## src/csp_consts.svh

```systemverilog
`ifndef CSP_CONSTS_SVH
`define CSP_CONSTS_SVH
// ********************************
// register offsets
// ********************************
`define CSP_OFF_MAINSEL 12'h000
`define CSP_OFF_REFSEL 12'h004
`define CSP_OFF_PLL0 12'h008
`define CSP_OFF_PLL1 12'h00c
`define CSP_OFF_PLL2 12'h010
`define CSP_OFF_STATUS 12'h014
`define CSP_OFF_CLKOUTSEL 12'h018
`define CSP_OFF_PERCLK 12'h01c
`define CSP_OFF_SLEEP 12'h020
// ********************************
// field positions
// ********************************
`define CSP_PLL_MSEL_LSB 0
`define CSP_PLL_PSEL_LSB 5
`define CSP_PLL_EN_BIT 7
`define CSP_STAT_LOCK_LSB 0
`define CSP_STAT_MAIN_LSB 4
// ********************************
// source codes
// ********************************
`define CSP_SRC_RCOSC 3'h0
`define CSP_SRC_SYSOSC 3'h1
`define CSP_SRC_WDOSC 3'h2
`define CSP_SRC_RTC32K 3'h3
`define CSP_SRC_SYSPLL 3'h4
`define CSP_SRC_MAIN 3'h7
`define CSP_MAIN_SEL_MAX 3'h4
// ********************************
// reset values
// ********************************
`define CSP_RST_MAINSEL `CSP_SRC_RCOSC
`define CSP_RST_CLKOUTSEL `CSP_SRC_RCOSC
`define CSP_RST_REFSEL 3'h0
`define CSP_RST_PERCLK 1'b1
// ********************************
// timing
// ********************************
`define CSP_CLK_MHZ 25
`define CSP_PLL_SETTLE_US 100
`define CSP_PLL_LOCK_CYC (`CSP_PLL_SETTLE_US * `CSP_CLK_MHZ)
`define CSP_RTC_KHZ_DIV 32
`define CSP_RTC_HZ_DIV 1024
`endif

```

## src/csp_pkg.sv

```systemverilog
package csp_pkg;
    typedef struct packed {
        logic en;
        logic [1:0] psel;
        logic [4:0] msel;
    } csp_pll_cfg_t;

    typedef enum logic {SW_RUN, SW_PARK} csp_sw_state_t;
endpackage

```

## src/csp_pll.sv

```systemverilog
`timescale 1ns/1ns
`default_nettype none
`include "csp_consts.svh"
module csp_pll
    import csp_pkg::*;
#(
    parameter int LOCK_CYC = `CSP_PLL_LOCK_CYC
) (
    input wire logic pclk,
    input wire logic presetn,
    input wire logic ref_lvl,
    input wire logic ctl_osc_lvl,
    input wire csp_pll_cfg_t cfg,
    output logic pll_out,
    output logic locked,
    output logic pd,
    output logic [5:0] mult,
    output logic [1:0] pdiv_sel
);
    // ********************************
    // config tracking
    // ********************************
    csp_pll_cfg_t cfg_reg;
    logic ctl_osc_reg;
    logic [3:0] div_cnt_reg;
    logic [11:0] lock_cnt_reg;
    logic [11:0] age_reg;
    logic cfg_chg;
    logic [3:0] half;

    assign cfg_chg = (cfg != cfg_reg);
    assign half = 4'h1 << cfg.psel;

    always_ff @(posedge pclk or negedge presetn) begin
        if (!presetn) begin
            cfg_reg <= '0;
            ctl_osc_reg <= 1'b0;
        end else begin
            cfg_reg <= cfg;
            ctl_osc_reg <= ctl_osc_lvl;
        end
    end

    // ********************************
    // analog core controls
    // ********************************
    always_ff @(posedge pclk or negedge presetn) begin
        if (!presetn) begin
            pd <= 1'b1;
            mult <= 6'h01;
            pdiv_sel <= 2'h0;
        end else begin
            pd <= !cfg.en;
            mult <= 6'(cfg.msel) + 6'h01;
            pdiv_sel <= cfg.psel;
        end
    end

    // ********************************
    // lock timer
    // ********************************
    always_ff @(posedge pclk or negedge presetn) begin
        if (!presetn) begin
            lock_cnt_reg <= '0;
            locked <= 1'b0;
        end else if (!cfg.en || cfg_chg) begin
            lock_cnt_reg <= '0;
            locked <= 1'b0;
        end else if (!locked) begin
            if (lock_cnt_reg == 12'(LOCK_CYC - 1)) begin
                locked <= 1'b1;
            end
            lock_cnt_reg <= lock_cnt_reg + 12'h001;
        end
    end

    // ********************************
    // post divider and bypass
    // ********************************
    always_ff @(posedge pclk or negedge presetn) begin
        if (!presetn) begin
            pll_out <= 1'b0;
            div_cnt_reg <= '0;
        end else if (!cfg.en) begin
            pll_out <= ref_lvl;
            div_cnt_reg <= '0;
        end else if (ctl_osc_lvl && !ctl_osc_reg) begin
            if (div_cnt_reg >= half - 4'h1) begin
                div_cnt_reg <= '0;
                pll_out <= !pll_out;
            end else begin
                div_cnt_reg <= div_cnt_reg + 4'h1;
            end
        end
    end

    // ********************************
    // checks
    // ********************************
    always_ff @(posedge pclk or negedge presetn) begin
        if (!presetn) begin
            age_reg <= '0;
        end else if (!cfg.en || cfg_chg) begin
            age_reg <= '0;
        end else if (age_reg != 12'hfff) begin
            age_reg <= age_reg + 12'h001;
        end
    end
endmodule
`default_nettype wire

```

## src/csp_clk_ctrl.sv

```systemverilog
`timescale 1ns/1ns
`default_nettype none
`include "csp_consts.svh"
// How it works
// - reset always selects internal RC, wake keeps the selected source
// - three identical PLLs: system, USB, timer
// - internal RC usable as every PLL reference
// - multiplier accepts every integer 1 to 32
// - post divider ratios only 2,4,8,16
// - output toggles, so duty is 50 percent
// - PLLs off and bypassed after reset
// - lock reported 100 us after valid enable
// - watchdog oscillator drives core, watchdog, pin
// - RTC oscillator gives 1 Hz, 1 kHz, 32k
// - clock output pin routes any chosen clock
// - per-peripheral clock enable bits
// - sleep stops core clock, wake re-enables it
// - sleep ends on reset or interrupt
module csp_clk_ctrl
    import csp_pkg::*;
#(
    parameter int NPER = 16
) (
    input wire logic pclk,
    input wire logic presetn,
    input wire logic psel,
    input wire logic penable,
    input wire logic pwrite,
    input wire logic [11:0] paddr,
    input wire logic [31:0] pwdata,
    output logic pready,
    output logic [31:0] prdata,
    output logic pslverr,
    input wire logic internal_rc_osc,
    input wire logic sysosc_clk,
    input wire logic wdosc_clk,
    input wire logic rtc32k_clk,
    input wire logic [2:0] current_controlled_osc,
    input wire logic irq_pending,
    output logic main_clk,
    output logic core_clk,
    output logic clock_output_pin,
    output logic wdt_clk,
    output logic [NPER-1:0] periph_clk,
    output logic rtc_1hz_tick,
    output logic rtc_1khz_tick,
    output logic [2:0] pll_pd,
    output logic [2:0][5:0] pll_mult,
    output logic [2:0][1:0] pll_pdiv
);
    // ********************************
    // source synchronisers
    // ********************************
    logic [6:0] src_ff1;
    logic [6:0] src_lvl;

    always_ff @(posedge pclk or negedge presetn) begin
        if (!presetn) begin
            src_ff1 <= '0;
            src_lvl <= '0;
        end else begin
            src_ff1 <= {current_controlled_osc, rtc32k_clk, wdosc_clk, sysosc_clk,
                internal_rc_osc};
            src_lvl <= src_ff1;
        end
    end

    // ********************************
    // registers
    // ********************************
    logic [2:0] mainsel_reg;
    logic [2:0] refsel_reg;
    logic [2:0] clkoutsel_reg;
    logic [NPER-1:0] perclk_reg;
    logic sleep_reg;
    csp_pll_cfg_t pll_cfg_reg [3];
    logic [2:0] sw_cur [2];
    logic [2:0] pll_lock;
    logic [2:0] pll_lvl;
    logic wr_en;
    logic rd_setup;
    logic [31:0] rd_next;
    logic err_next;

    assign wr_en = psel && penable && pready && pwrite;
    assign rd_setup = psel && !penable;

    always_ff @(posedge pclk or negedge presetn) begin
        if (!presetn) begin
            mainsel_reg <= `CSP_RST_MAINSEL;
            refsel_reg <= `CSP_RST_REFSEL;
            clkoutsel_reg <= `CSP_RST_CLKOUTSEL;
            perclk_reg <= {NPER{`CSP_RST_PERCLK}};
        end else if (wr_en) begin
            if (paddr == `CSP_OFF_MAINSEL) begin
                if (pwdata[2:0] <= `CSP_MAIN_SEL_MAX) begin
                    mainsel_reg <= pwdata[2:0];
                end
            end else if (paddr == `CSP_OFF_REFSEL) begin
                refsel_reg <= pwdata[2:0];
            end else if (paddr == `CSP_OFF_CLKOUTSEL) begin
                clkoutsel_reg <= pwdata[2:0];
            end else if (paddr == `CSP_OFF_PERCLK) begin
                perclk_reg <= pwdata[NPER-1:0];
            end
        end
    end

    always_ff @(posedge pclk or negedge presetn) begin
        if (!presetn) begin
            for (int i = 0; i < 3; i++) begin
                pll_cfg_reg[i] <= '0;
            end
        end else if (wr_en) begin
            if (paddr == `CSP_OFF_PLL0) begin
                pll_cfg_reg[0] <= pwdata[7:0];
            end else if (paddr == `CSP_OFF_PLL1) begin
                pll_cfg_reg[1] <= pwdata[7:0];
            end else if (paddr == `CSP_OFF_PLL2) begin
                pll_cfg_reg[2] <= pwdata[7:0];
            end
        end
    end

    // ********************************
    // sleep control
    // ********************************
    always_ff @(posedge pclk or negedge presetn) begin
        if (!presetn) begin
            sleep_reg <= 1'b0;
        end else if (irq_pending) begin
            sleep_reg <= 1'b0;
        end else if (wr_en && paddr == `CSP_OFF_SLEEP && pwdata[0]) begin
            sleep_reg <= 1'b1;
        end
    end

    // ********************************
    // apb slave
    // ********************************
    always_comb begin
        rd_next = '0;
        err_next = 1'b0;
        if (paddr == `CSP_OFF_MAINSEL) begin
            rd_next[2:0] = mainsel_reg;
        end else if (paddr == `CSP_OFF_REFSEL) begin
            rd_next[2:0] = refsel_reg;
        end else if (paddr == `CSP_OFF_PLL0) begin
            rd_next[7:0] = pll_cfg_reg[0];
        end else if (paddr == `CSP_OFF_PLL1) begin
            rd_next[7:0] = pll_cfg_reg[1];
        end else if (paddr == `CSP_OFF_PLL2) begin
            rd_next[7:0] = pll_cfg_reg[2];
        end else if (paddr == `CSP_OFF_STATUS) begin
            rd_next[`CSP_STAT_LOCK_LSB +: 3] = pll_lock;
            rd_next[`CSP_STAT_MAIN_LSB +: 3] = sw_cur[0];
        end else if (paddr == `CSP_OFF_CLKOUTSEL) begin
            rd_next[2:0] = clkoutsel_reg;
        end else if (paddr == `CSP_OFF_PERCLK) begin
            rd_next[NPER-1:0] = perclk_reg;
        end else if (paddr == `CSP_OFF_SLEEP) begin
            rd_next[0] = sleep_reg;
        end else begin
            err_next = 1'b1;
        end
    end

    always_ff @(posedge pclk or negedge presetn) begin
        if (!presetn) begin
            pready <= 1'b0;
            prdata <= '0;
            pslverr <= 1'b0;
        end else begin
            pready <= rd_setup;
            pslverr <= rd_setup && err_next;
            if (rd_setup && !pwrite) begin
                prdata <= rd_next;
            end
        end
    end

    // ********************************
    // plls
    // ********************************
    for (genvar g = 0; g < 3; g++) begin : g_pll
        csp_pll u_pll (
            .pclk(pclk),
            .presetn(presetn),
            .ref_lvl(refsel_reg[g] ? src_lvl[1] : src_lvl[0]),
            .ctl_osc_lvl(src_lvl[4+g]),
            .cfg(pll_cfg_reg[g]),
            .pll_out(pll_lvl[g]),
            .locked(pll_lock[g]),
            .pd(pll_pd[g]),
            .mult(pll_mult[g]),
            .pdiv_sel(pll_pdiv[g])
        );
    end

    // ********************************
    // glitch-free switches
    // ********************************
    function automatic logic pick(input logic [2:0] sel, input logic [7:0] lv);
        return lv[sel];
    endfunction

    logic [7:0] all_lvl;
    logic [2:0] sw_req [2];
    logic sw_out [2];
    csp_sw_state_t sw_st [2];

    assign all_lvl = {main_clk, pll_lvl, src_lvl[3:0]};
    assign sw_req[0] = mainsel_reg;
    assign sw_req[1] = clkoutsel_reg;

    always_ff @(posedge pclk or negedge presetn) begin
        if (!presetn) begin
            for (int i = 0; i < 2; i++) begin
                sw_cur[i] <= `CSP_SRC_RCOSC;
                sw_out[i] <= 1'b0;
                sw_st[i] <= SW_RUN;
            end
        end else begin
            for (int i = 0; i < 2; i++) begin
                case (sw_st[i])
                    SW_RUN: begin
                        sw_out[i] <= pick(sw_cur[i], all_lvl);
                        if (sw_req[i] != sw_cur[i] && !pick(sw_cur[i], all_lvl)) begin
                            sw_out[i] <= 1'b0;
                            sw_st[i] <= SW_PARK;
                        end
                    end
                    SW_PARK: begin
                        sw_out[i] <= 1'b0;
                        if (!pick(sw_req[i], all_lvl)) begin
                            sw_cur[i] <= sw_req[i];
                            sw_st[i] <= SW_RUN;
                        end
                    end
                    default: sw_st[i] <= SW_RUN;
                endcase
            end
        end
    end

    assign main_clk = sw_out[0];
    assign clock_output_pin = sw_out[1];

    // ********************************
    // clock gates
    // ********************************
    logic core_en_reg;
    logic [NPER-1:0] per_en_reg;

    always_ff @(posedge pclk or negedge presetn) begin
        if (!presetn) begin
            core_en_reg <= 1'b1;
            per_en_reg <= {NPER{`CSP_RST_PERCLK}};
            core_clk <= 1'b0;
            periph_clk <= '0;
            wdt_clk <= 1'b0;
        end else begin
            if (!main_clk) begin
                core_en_reg <= !sleep_reg;
                per_en_reg <= perclk_reg;
            end
            core_clk <= main_clk && core_en_reg;
            periph_clk <= {NPER{main_clk}} & per_en_reg;
            wdt_clk <= src_lvl[2];
        end
    end

    // ********************************
    // rtc ticks
    // ********************************
    logic rtc_prev_reg;
    logic [4:0] khz_cnt_reg;
    logic [9:0] hz_cnt_reg;

    always_ff @(posedge pclk or negedge presetn) begin
        if (!presetn) begin
            rtc_prev_reg <= 1'b0;
            khz_cnt_reg <= '0;
            hz_cnt_reg <= '0;
            rtc_1khz_tick <= 1'b0;
            rtc_1hz_tick <= 1'b0;
        end else begin
            rtc_prev_reg <= src_lvl[3];
            rtc_1khz_tick <= 1'b0;
            rtc_1hz_tick <= 1'b0;
            if (src_lvl[3] && !rtc_prev_reg) begin
                khz_cnt_reg <= khz_cnt_reg + 5'h01;
                if (khz_cnt_reg == 5'(`CSP_RTC_KHZ_DIV - 1)) begin
                    rtc_1khz_tick <= 1'b1;
                    hz_cnt_reg <= hz_cnt_reg + 10'h001;
                    rtc_1hz_tick <= (hz_cnt_reg == 10'(`CSP_RTC_HZ_DIV - 1));
                end
            end
        end
    end
endmodule
`default_nettype wire

```

## config.mk

```make
export PLATFORM = sky130hd
export DESIGN_NAME = csp_clk_ctrl
export DESIGN_NICKNAME = d
export VERILOG_FILES = /design/src/csp_pkg.sv /design/src/csp_pll.sv /design/src/csp_clk_ctrl.sv
export VERILOG_INCLUDE_DIRS = /design/src /design/src/src
export SDC_FILE = /design/constraint.sdc
export NUM_CORES = 1
export LEC_CHECK = 0
export ABC_AREA = 1
export BUFFER_PORTS_ARGS = -buffer_cell sky130_fd_sc_hd__clkbuf_2
export CAP_MARGIN = 10
export CORE_MARGIN = 2
export CORE_UTILIZATION = 55
export CTS_BUF_LIST = sky130_fd_sc_hd__clkbuf_8 sky130_fd_sc_hd__clkbuf_16
export DETAILED_ROUTE_END_ITERATION = 8
export PLACE_DENSITY = 0.76
export SETUP_SLACK_MARGIN = 0.3
export SYNTH_ARGS = -nofsm -noshare
export SYNTH_HDL_FRONTEND = slang
export SYNTH_SLANG_ARGS = --single-unit
export TNS_END_PERCENT = 1
```

## constraint.sdc

```tcl
create_clock -name pclk -period 1.9 [get_ports pclk]
set_clock_uncertainty 0.05 [all_clocks]
set_input_delay 0.19 -clock pclk [delete_from_list [all_inputs] [get_ports pclk]]
set_output_delay 0.19 -clock pclk [all_outputs]
set_load 0.01 [all_outputs]
```

# Word-level counts from Yosys, hierarchy flattened
# Cells that the tools add are included.
word_totals:
  register_bits: 247
  in_bits: 57
  out_inout_bits: 83
  wordCells: 270
op_classes:
  n_addsub: 14
  n_lt_le_gt_ge: 8
  n_eq_ne: 27
  shift: 3
  muxes: 95
  n_bitwise: 10
  n_reduce_logical: 48
op_table:
  columns: ["operator", "n"]
  rows:
  - ["15-bit two-way mux", 8]
  - ["12-bit two-way mux", 6]
  - ["1-bit two-way mux", 49]
  - ["12-bit by 5-bit == test with 1-bit output, second input constant", 4]
  - ["8-bit two-way mux", 6]
  - ["13-bit two-way mux", 3]
  - ["12-bit by 1-bit adder with 12-bit output, second input constant", 3]
  - ["12-bit == test, second input constant", 3]
  - ["4-bit two-way mux", 9]
  - ["12-bit by 4-bit == test with 1-bit output, second input constant", 2]
  - ["8-bit inequality test", 3]
  - ["5-bit by 1-bit adder with 6-bit output, second input constant", 3]
  - ["16-bit bitwise AND", 1]
  - ["3-bit by 4-bit less-than comparator with 1-bit output, second input constant", 4]
  - ["1-bit logical AND", 15]
  - ["1-bit logical NOT", 15]
  - ["3-bit two-way mux", 5]
  - ["2-bit AND reduction", 7]
  - ["4-bit by 1-bit adder with 4-bit output, second input constant", 3]
  - ["1-bit binary-select mux with 3-bit select", 4]
  - ["12-bit by 3-bit == test with 1-bit output, second input constant", 1]
  - ["12-bit by 6-bit == test with 1-bit output, second input constant", 1]
  - ["4-bit greater-or-equal comparator", 3]
  - ["12-bit logical NOT", 1]
  - ["other kinds (18)", 46]

# Logic depth before layout (Yosys ltp)
# Gate-level depths: netlist (run 1).
logic_depth:
  word_depth: 16
  mapped_depth: 12
  depth_no_buf: 12

# By module
# A second synthesis (run 1) with hierarchy kept.
unflattened:
  cells_unflattened: 1339
  hier_area_um2: 11624.9
modules_own_cells:
  columns: ["mod", "instances", "cells_each", "area_each_um2", "seq_area_each_um2"]
  rows:
  - ["csp_clk_ctrl", 1, 690, 6454.9, 3669.8]
  - ["csp_pll at g_pll[0].u_pll ...", 2, 217, 1731.7, 853.3]
  - ["csp_pll at g_pll[2].u_pll", 1, 215, 1706.6, 853.3]

# Worst setup path before layout (run 1)
# Ideal clock, no wire load.
synth_path:
  path_type: "reg-to-reg"
  from: "register khz_cnt_reg[0]"
  to: "register hz_cnt_reg[8]"
  setup_ps: 125
  t_arrival_ps: 1513
  required_ps: 1725
  slack_ps: 212
  path_stages_with_launch: 9
  n_path_buf: 0
  period_less_slack_ps: 1688
  cell_sequence: "dfrtp_1 > ha_1 > and3_1 > ha_1 > nand2_2 > nor2_2 > nand4_1 > nand3b_1 > xor2_1"
synth_between:
  elab_chain_cells: 2
synth_lines:
  columns: ["item", "line", "rtl"]
  rows:
  - ["start, declared", "csp_clk_ctrl.sv:277", "logic [4:0] khz_cnt_reg;"]
  - ["start signal, assigned", "csp_clk_ctrl.sv:292", "khz_cnt_reg <= khz_cnt_reg + 5'h01;"]
  - ["5-bit == test", "csp_clk_ctrl.sv:293", "if (khz_cnt_reg == 5'(`CSP_RTC_KHZ_DIV - 1)) begin"]
  - ["2-bit AND reduction (no source line)", null, null]
  - ["end signal, assigned", "csp_clk_ctrl.sv:295", "hz_cnt_reg <= hz_cnt_reg + 10'h001;"]
  - ["end, declared", "csp_clk_ctrl.sv:278", "logic [9:0] hz_cnt_reg;"]
# Every way passes these cells.
# A chain may end at the register's enable or synchronous reset.

# Final worst setup path (run 1)
layout_path:
  from: "register khz_cnt_reg[1]"
  to: "register hz_cnt_reg[8]"
# The elaborated chain is that of the path after synthesis.

==> results of run 1 <==
area by class of cell:
class,count,area (um2)
clock inverters,17,216
repair buffers,200,1360
fillers,1502,5980
multi-input cells,723,4080
clock buffers,28,667
flip-flops and latches,247,6240
well taps,265,332
inverters,170,642
power by group:
group          switching (W)  internal [W]  total (W)
logic               0.000403      0.000293   0.000696
clock network        0.00203       0.00320    0.00522
registers           0.000112       0.00539    0.00551
critical path, cell delays in order, from the launching register on:
cell and delay (ns):
dfrtp_1 0.36, ha_2 0.18, and3_4 0.19, ha_4 0.13, nand2_4 0.07, nor2_4 0.11
nand4_1 0.11, nand3b_1 0.23, xor2_1 0.17
cells in the mapped netlist (5+ instances only):
library cell	count
xnor2_1	9
o22ai_1	7
nand2_1	197
ha_1	24
inv_2	12
dfrtp_1	208
nor2_1	82
o211ai_1	7
dfstp_2	39
a21oi_1	53
nor3_1	22
buf_2	7
xor2_1	35
nor2_2	5
nand2_2	8
o21ai_0	105
inv_1	156
nand3_1	58
o21ai_1	15
nand4_1	29
clkbuf_1	5
buf_4	25
worst paths after layout:
path,startpoint,endpoint
worst max-delay path,khz_cnt_reg[1],hz_cnt_reg[8]
worst min-delay path,pwdata[6],pll_cfg_reg[14]
worst max register to register,khz_cnt_reg[1],hz_cnt_reg[8]
worst min register to register,src_ff1[1],src_lvl[1]
max in group asynchronous,presetn,clkoutsel_reg[0]
min in group asynchronous,presetn,g_pll[1].u_pll.lock_cnt_reg[8]
logic make-up (layout without fill, tap and decap cells):
kind of cell	Yosys count	count (layout)	share of synthesized area, %
AOI/OAI and AO/OA	203	203	9.91
and+or+nand+nor	424	424	17.7
buffers and inverters	212	415	8.36
adders and majority gates	24	24	2.73
xor gates and xnor gates	44	44	3.51
other	2	19	0.0684
muxes	9	9	1.05
DFF	247	247	56.7
stage by stage:
step | instances | hold WS (ns) | util (%)
after global routing | 1650 | 0.0271 | 69.4
after floorplan | 1182 | -0.156 | -
after detailed placement | 1541 | 0.125 | 61.1
after CTS | 1631 | 0.00634 | 68.1
after global placement | 1541 | 0.127 | 61.1
final | 1650 | 0.0169 | 69.4
metal layers:
| metal | vias up | wire length, um | global-route usage [%] |
|---|---|---|---|
| li1 | 4161 | - | - |
| met4 | 0 | 763 | 8.38 |
| met5 | - | 0 | 0 |
| met1 | 4165 | 10900 | 32.9 |
| met3 | 60 | 1610 | 3.71 |
| met2 | 293 | 13100 | 42.3 |
what timing repair did:
action | in CTS | in global routing
hold buffers | 26 | 0
setup buffers | 19 | 19
setup endpoints to repair | 36 | 85
resized for setup | 30 | 38
pin swaps | 11 | 17
hold endpoints to repair | 182 | 0
placed cells by master, fill, tap and decap left out, types with 26 or more instances in the layout:
cell / Yosys / layout
a21oi_1: 53 / 51
buf_4: 25 / 62
clkbuf_2: 1 / 106
dfrtp_1: 208 / 200
dfstp_2: 39 / 39
dlygate4sd3_1: 0 / 26
inv_1: 156 / 151
nand2_1: 197 / 193
nand3_1: 58 / 56
nand4_1: 29 / 29
nor2_1: 82 / 75
o21ai_0: 105 / 95
xor2_1: 35 / 35
==> impl_metrics.toml, run 1 <==
[global_route]
grt_pass1_wl_um = 42600
grt_pass1_vias = 8566
antenna_found_initial = 0
grt-ovfl-total = 0
grt_max_degree = 63
grt_usage_pct = 24.8

[floorplanning]
core-area_um2 = 19500
rows = 51
start_util_pct = 56.3
die_h_um = 145
die_w_um = 145
design.die.area_um2 = 21100
io_pins = 140

[timing]
fmax_ghz = 0.578
max_slew.worst_pin.slew_ns = 0.622
period_needed_ns = 1.73
setup_viol = 0
timing.final.ws_setup_ns = 0.169
setup-tns-final_ns = 0
rsz0062_at_grt = "true"
slew_viol_final = 0
finalHoldViolations = 0
slew_headroom_pct = 58.5
fin_crit_sh_pct = 91.1

[logic_synthesis]
synthCells = 1165
avgSynthCellArea_um2 = 9.43
synth_edf_count = 0
synth_area_um2 = 11000
ys_async_sr_fraction_pct = 100
yosysUniqueCellTypes = 52
ys_ff_latch = 247
netlist.area_leader.share_pct = 47.4
synth-seq-area-share_pct = 56.7
synth_area_leaders = "dfrtp_1 47%, dfstp_2 9.3%, nand2_1 6.7%, inv_1 5.3%, o21ai_0 4.8%"
synth_top_area_cell = "dfrtp_1"
yosys_most_used_dff = "dfrtp_1"
ys_warn_count = 0

[placed_design]
place.gp.congestion = 0.935
post-dp-hpwl_um = 18000
dp_slack_ns = -0.0411
io_buffers = 107
place_area_um2 = 11900

[clocking]
cts-root-buf = "clkbuf_16"
cts_tree = "built"
cts_buffers = 25
cts_max_path_buffers = 3
cts.sinks = 247
clk_latency_ns = 0.52
htreeDepth = 1
path_clk_slew_ns = 0.06

[critical_path]
crit_path_start_kind = "register"
crit_fanout = 3
required_ns = 2.24
ff2ff_setup_slack_ns = 0.17
setup.worst_path.class = "reg2reg"
cp_data_arrival_time_ns = 2.07
reg2reg_depth = 8
end_kind = "register"

[pwr]
irDropWorstVdd_uv = 858
leakagePower_nw = 6.71
power_w = 0.0114
power.density_nw_per_um2 = 844

[cells_and_area]
nNetsFinal = 1448
largest_reg_flops = 36
final_area_um2 = 13500
num_antenna_cells = 0
drive_above_1_share_pct = 24.9
area_delta_synth_final_pct = 23.3

[detailed_routing]
drc = 0
drt_first_pass_iters = 9
drt_iter0_markers = 572
drt_wl_total_um = 26300
via_count = 8679
route.antenna.remaining_nets = 0
post_drt_wl_per_cell_um = 16.0
via_per_inst = 5.26

[status]
outcome = "completed"

[job]
drv_cap = 0

[hold_path]
hold_path.class = "in2reg"
whs_path_depth = 3
Power figures use the tool's default switching activity.
==> inputs of run 2 (changes only) <==
- ABC_AREA: 1 -> default
==> run 2 against run 1 <==
The flow now finishes with violations (setup timing). Critical endpoint is now g_pll[0].u_pll.pll_out. Power grew 16%. Die area shrank 1.3%. Via count shrank 13%. Non-clock buffer count grew 14. Wire length shrank 4.1%. Maximum frequency shrank 9.9%. Sequential power grew 7.8%. Highest routed layer unchanged. Sequential share of layout area shrank 2.1 points. Global-route usage shrank 0.27 points. Flip-flop and latch count is the same. Final cell count shrank 17%. Utilization grew 3.7 points.
==> impl_metrics.toml, run 2 <==
[timing]
period_needed_ns = 1.92
rsz0062_at_grt = "true"
timing.final.ws_setup_ns = -0.0218
finalHoldViolations = 0
fin_hold_ws_ns = 0.0431
fmax_ghz = 0.520
fin_crit_sh_pct = 101
setup_viol = 3
slew_viol_final = 0

[hold_path]
hold_start = "pwdata[0]"
hold_path.class = "in2reg"
whs_path_depth = 3
whs_endpoint = "pll_cfg_reg[16]"

[cells_and_area]
num_antenna_cells = 0
final_area_um2 = 14200
drive_above_1_share_pct = 41.9
fill_cells = 1249
fin_util_pct = 73.1
nNetsFinal = 1173
final_common_cell = "dfrtp_1"
area_delta_synth_final_pct = 30.8
largest_reg_flops = 36
layout_common_cells = "204 x dfrtp_1, 106 x clkbuf_2, 62 x buf_4, 48 x nand2_1, 45 x mux2_2"

[clocking]
clk_latency_ns = 0.55
htreeDepth = 1
cts.sinks = 247
path_clk_slew_ns = 0.06
cts-root-buf = "clkbuf_16"
cts_buffers = 26
cts_max_path_buffers = 3
cts_tree = "built"

[placed_design]
io_buffers = 107
place_area_um2 = 12200
post-dp-hpwl_um = 16300
place.gp.congestion = 0.854

[critical_path]
path_cells = "or2_4, ha_4, nand2b_4, a2111oi_4, nor2_2, nand2_2, mux2_4"
end_kind = "register"
crit_path_start_kind = "register"
cp_data_arrival_time_ns = 2.29
crit-reg2reg-capture = "g_pll[0].u_pll.pll_out"
cp_slowest_cell = "dfrtp_1"
r2r_start = "pll_cfg_reg[22]"
slowest_delay_ns = 0.38
reg2reg_depth = 7
crit_fanout = 2
setup.worst_path.class = "reg2reg"
ff2ff_setup_slack_ns = -0.02
required_ns = 2.27
startpoint = "pll_cfg_reg[22]"

[logic_synthesis]
synth_edf_count = 0
ys_async_sr_fraction_pct = 100
yosysMostFrequentCell = "dfrtp_1"
synth_area_leaders = "dfrtp_1 48%, dfstp_2 9.5%, mux2_2 6.3%, xnor2_1 3.2%, xor2_1 3.1%"
ys_warn_count = 0
avgSynthCellArea_um2 = 12.2
ys_top_cells_by_count = "208 x dfrtp_1, 72 x nor2_1, 61 x mux2_2"
yosysUniqueCellTypes = 57
synth-seq-area-share_pct = 57.5
synth_top_area_cell = "dfrtp_1"
ys_ff_latch = 247
synthCells = 889
synth_area_um2 = 10800
yosys_most_used_dff = "dfrtp_1"
netlist.area_leader.share_pct = 48.0

[global_route]
grt_pass1_wl_um = 40200
grt_usage_pct = 24.6
grt-ovfl-total = 0
antenna_found_initial = 0
grt_max_degree = 61
grt_pass1_vias = 7776

[detailed_routing]
via_count = 7573
via_per_inst = 5.50
drt_iter0_markers = 551
route.antenna.remaining_nets = 0
drt_first_pass_iters = 5
post_drt_wl_per_cell_um = 18.4
drc = 0
drt_wl_total_um = 25300

[floorplanning]
rows = 51
start_util_pct = 55.9
core-area_um2 = 19400
io_pins = 140
die_w_um = 144
design.die.area_um2 = 20800
die_h_um = 144

[pwr]
irDropWorstVdd_uv = 791
power.density_nw_per_um2 = 935
leakagePower_nw = 6.64

[status]
failed_checks = "setup timing"
outcome = "finished with violations"

[job]
drv_cap = 0
run 2: cell families (layout without fill, tap and decap cells):
family / after synthesis / count (layout) / share of synthesized area, %
XOR/XNOR: 77 / 77 / 6.22
multiplexers: 91 / 91 / 10.9
flip-flops: 247 / 247 / 57.5
AO/OA/AOI/OAI: 94 / 94 / 5.55
buffers and inverters: 77 / 282 / 3.64
other: 2 / 19 / 0.0693
adder cells (fa/ha/maj): 24 / 24 / 2.77
AND/OR/NAND/NOR: 277 / 277 / 13.4
run 2: final cells by class:
class	count	area [um2]	share of cell area, %
Inverter	21	78.8	0.556
Clock buffer	29	692	4.88
Clock inverter	18	267	1.88
Tap cell	265	332	2.34
Timing Repair Buffer	214	1570	11.1
Multi-Input combinational cell	582	5000	35.3
Sequential cell	247	6230	44.0
run 2: critical path: cells and delay by family (launching register included):
kind,cells,cell delay (ns)
AO/OA/AOI/OAI,1,0.32
adder cells (fa/ha/maj),1,0.21
flip-flops,1,0.38
multiplexers,1,0.29
AND/OR/NAND/NOR,4,0.56
run 2: worst max path at each step:
stage	end	slack (ns)	cells past startpoint
6_report	g_pll[0].u_pll.pll_out	-0.02	7
3_5_place_dp	pll_cfg_reg[5]	-0.28	7
3_3_place_gp	pll_cfg_reg[3]	-0.30	7
5_1_grt	g_pll[0].u_pll.pll_out	-0.08	7
2_1_floorplan	g_pll[0].u_pll.pll_out	-0.02	7
4_1_cts	g_pll[0].u_pll.div_cnt_reg[2]	-0.02	7
run 2: repair_timing:
action	CTS	global route
gates cloned	0	0
hold buffers	25	0
pin swaps	73	73
setup endpoints to repair	94	101
buffers inserted	1	0
endpoints found under the hold margin	226	0
gates resized for setup	140	57
run 2: where the power goes:
group          internal [W]  total, W  switching [W]  leakage [nW]
Sequential          0.00559   0.00594       0.000351          3.12
Clock               0.00344   0.00557        0.00213         0.478
Combinational      0.000864   0.00173       0.000868          3.05
Total               0.00989    0.0132        0.00335          6.64
run 2: per-stage QoR:
step | worst slack (ns) | setup TNS (ns) | power (W) | cells
floorplan | -0.0164 | -0.0534 | 0.00683 | 906
global placement | -0.296 | -6.08 | 0.00728 | 1303
detailed placement | -0.281 | -5.96 | 0.00734 | 1303
CTS | -0.0239 | -0.0819 | 0.0132 | 1376
global route | -0.0822 | -0.329 | 0.0138 | 1376
finish | -0.0218 | -0.0403 | 0.0132 | 1376
run 2: routing by layer:
layer | vias to the layer above | GRT usage [%] | routed length, um
met5 | - | 0 | 0
met1 | 3778 | 32.1 | 10200
met2 | 276 | 41.2 | 12600
li1 | 3457 | - | -
met3 | 62 | 5.79 | 1790
met4 | 0 | 7.36 | 707
==> inputs of run 3 (changes only) <==
- CORE_UTILIZATION: 55 -> 52
- clock period: 1.9 -> 1.6 ns (I/O delays scaled with it)
==> run 3 against run 2 <==
The run still ends with setup timing left. Flip-flop and latch count unchanged. Final area fell by 1.3%. Clock-buffer cell count rose by 7. Critical endpoint unchanged.
==> impl_metrics.toml, run 3 (synthesis gave the netlist of run 2 again) <==
[clocking]
cts_max_path_buffers = 3
htreeDepth = 1
cts_buffers = 26
cts-root-buf = "clkbuf_16"
cts.sinks = 247
path_clk_slew_ns = 0.06
cts_setup_buffers = 0
clk_latency_ns = 0.53
cts_tree = "built"

[critical_path]
crit_fanout = 2
cp_data_arrival_time_ns = 2.29
setup.worst_path.class = "reg2reg"
cp_slowest_cell = "dfrtp_1"
slowest_delay_ns = 0.39
crit_path_start_kind = "register"
required_ns = 1.96
path_cells = "or2_4, ha_4, nand2b_4, a2111oi_4, nor2_2, nand2_1, mux2_4"
end_kind = "register"
r2r_start = "pll_cfg_reg[22]"
crit-reg2reg-capture = "g_pll[0].u_pll.pll_out"
reg2reg_depth = 7
ff2ff_setup_slack_ns = -0.33

[timing]
rsz0062_at_grt = "true"
fin_crit_sh_pct = 121
slew_viol_final = 0
fmax_ghz = 0.518
timing.final.ws_setup_ns = -0.332
period_needed_ns = 1.93
setup_viol = 61
fin_hold_ws_ns = 0.0481
finalHoldViolations = 0

[placed_design]
place.gp.congestion = 0.834
post-dp-hpwl_um = 16700
io_buffers = 107
dp_cells = 1337

[floorplanning]
die_w_um = 148
io_pins = 140
start_util_pct = 53.2
rows = 52
design.die.area_um2 = 22000
core-area_um2 = 20400
die_h_um = 148

[pwr]
leakagePower_nw = 6.67
irDropWorstVdd_uv = 818
power_w = 0.0153
power.density_nw_per_um2 = 1100

[global_route]
grt_pass1_wl_um = 39800
grt_pass1_vias = 7836
grt-ovfl-total = 0
grt_max_degree = 60
grt_usage_pct = 22.7
antenna_found_initial = 2

[cells_and_area]
stdcell_count = 1410
layout_common_cells = "206 x dfrtp_1, 90 x clkbuf_2, 90 x buf_4, 64 x nor2_1, 51 x nand2_1"
area_delta_synth_final_pct = 29.1
nNetsFinal = 1199
fill_cells = 1368
final_common_cell = "dfrtp_1"
largest_reg_flops = 36
drive_above_1_share_pct = 39.5

[hold_path]
hold_path.class = "in2reg"
whs_endpoint = "mainsel_reg[1]"
hold_start = "pwdata[1]"
whs_path_depth = 3

[detailed_routing]
via_count = 7557
drc = 0
post_drt_wl_per_cell_um = 17.4
drt_wl_total_um = 24500
via_per_inst = 5.36
route.antenna.remaining_nets = 0
drt_first_pass_iters = 5
drt_iter0_markers = 424

[status]
failed_checks = "setup timing"
outcome = "finished with violations"

[job]
drv_cap = 0
## run 3: cell count changes in the layout (fill, tap and decap cells not counted), sizes merged
cell / previous run / this run
diode: 0 / 2
inv: 24 / 22
clkinvlp: 2 / 5
clkinv: 7 / 4
clkbuf: 135 / 126
dlygate4sd3: 25 / 23
bufinv: 6 / 2
buf: 83 / 127
## run 3: layout make-up
cell class | instances | area (um2) | area share [%]
Sequential cell | 247 | 6230 | 44.5
Clock buffer | 36 | 800 | 5.72
Clock inverter | 12 | 121 | 0.868
Tap cell | 270 | 338 | 2.41
Antenna cell | 2 | 5.00 | 0.0358
Inverter | 21 | 78.8 | 0.563
Timing Repair Buffer | 240 | 1790 | 12.8
Multi-Input combinational cell | 582 | 4630 | 33.1
## run 3: metal layers
metal  routed length (um)  up-vias  GRT usage (%)  share of wire (%)
met3                 1420       61           4.45                5.8
li1                     -     3519              -                  -
met2                11900      236           36.4                 48
met1                10400     3741           30.9                 43
met4                  773        0           8.81                3.1
met5                    0        -              0                  0
## run 3: how the worst max path moves through the flow
stage / startpoint / to / slack [ns] / depth (start not counted)
3_5_place_dp: paddr[11] / pll_cfg_reg[6] / -0.46 / 7
4_1_cts: pll_cfg_reg[22] / g_pll[0].u_pll.pll_out / -0.33 / 7
6_report: pll_cfg_reg[22] / g_pll[0].u_pll.pll_out / -0.33 / 7
2_1_floorplan: pll_cfg_reg[22] / g_pll[0].u_pll.pll_out / -0.32 / 7
5_1_grt: pll_cfg_reg[22] / g_pll[0].u_pll.pll_out / -0.42 / 7
3_3_place_gp: paddr[11] / pll_cfg_reg[4] / -0.43 / 7
## run 3: through the flow
step	area (um2)	util (%)	setup TNS (ns)	setup slack (ns)
3_3_place_gp	12400	60.9	-17.57	-0.426
2_1_floorplan	11000	-	-10.32	-0.316
5_1_grt	14000	68.7	-10.70	-0.422
3_5_place_dp	12400	60.9	-22.58	-0.461
6_report	14000	68.7	-5.70	-0.332
4_1_cts	13800	67.6	-6.03	-0.335
## run 3: where the power goes
part | leakage [nW] | internal, W | switching (W) | total [W]
clock | 0.447 | 0.00381 | 0.00249 | 0.00629
combinational | 3.11 | 0.00104 | 0.00100 | 0.00204
sequential | 3.12 | 0.00664 | 0.000352 | 0.00699
total | 6.67 | 0.0115 | 0.00384 | 0.0153
## run 3: worst max-delay path: cells and delay by family (launching register included)
| kind | cells | cell delay (ns) |
|---|---|---|
| mux | 1 | 0.29 |
| simple gates | 4 | 0.55 |
| flops | 1 | 0.39 |
| fa+ha+maj | 1 | 0.20 |
| compound gates | 1 | 0.33 |
## run 3: repair_timing
action | 4_1_cts | 5_1_grt
endpoints found under the setup margin | 145 | 154
pin swaps | 30 | 10
hold endpoints to repair | 246 | 0
hold buffers | 23 | 0
resized for setup | 61 | 78
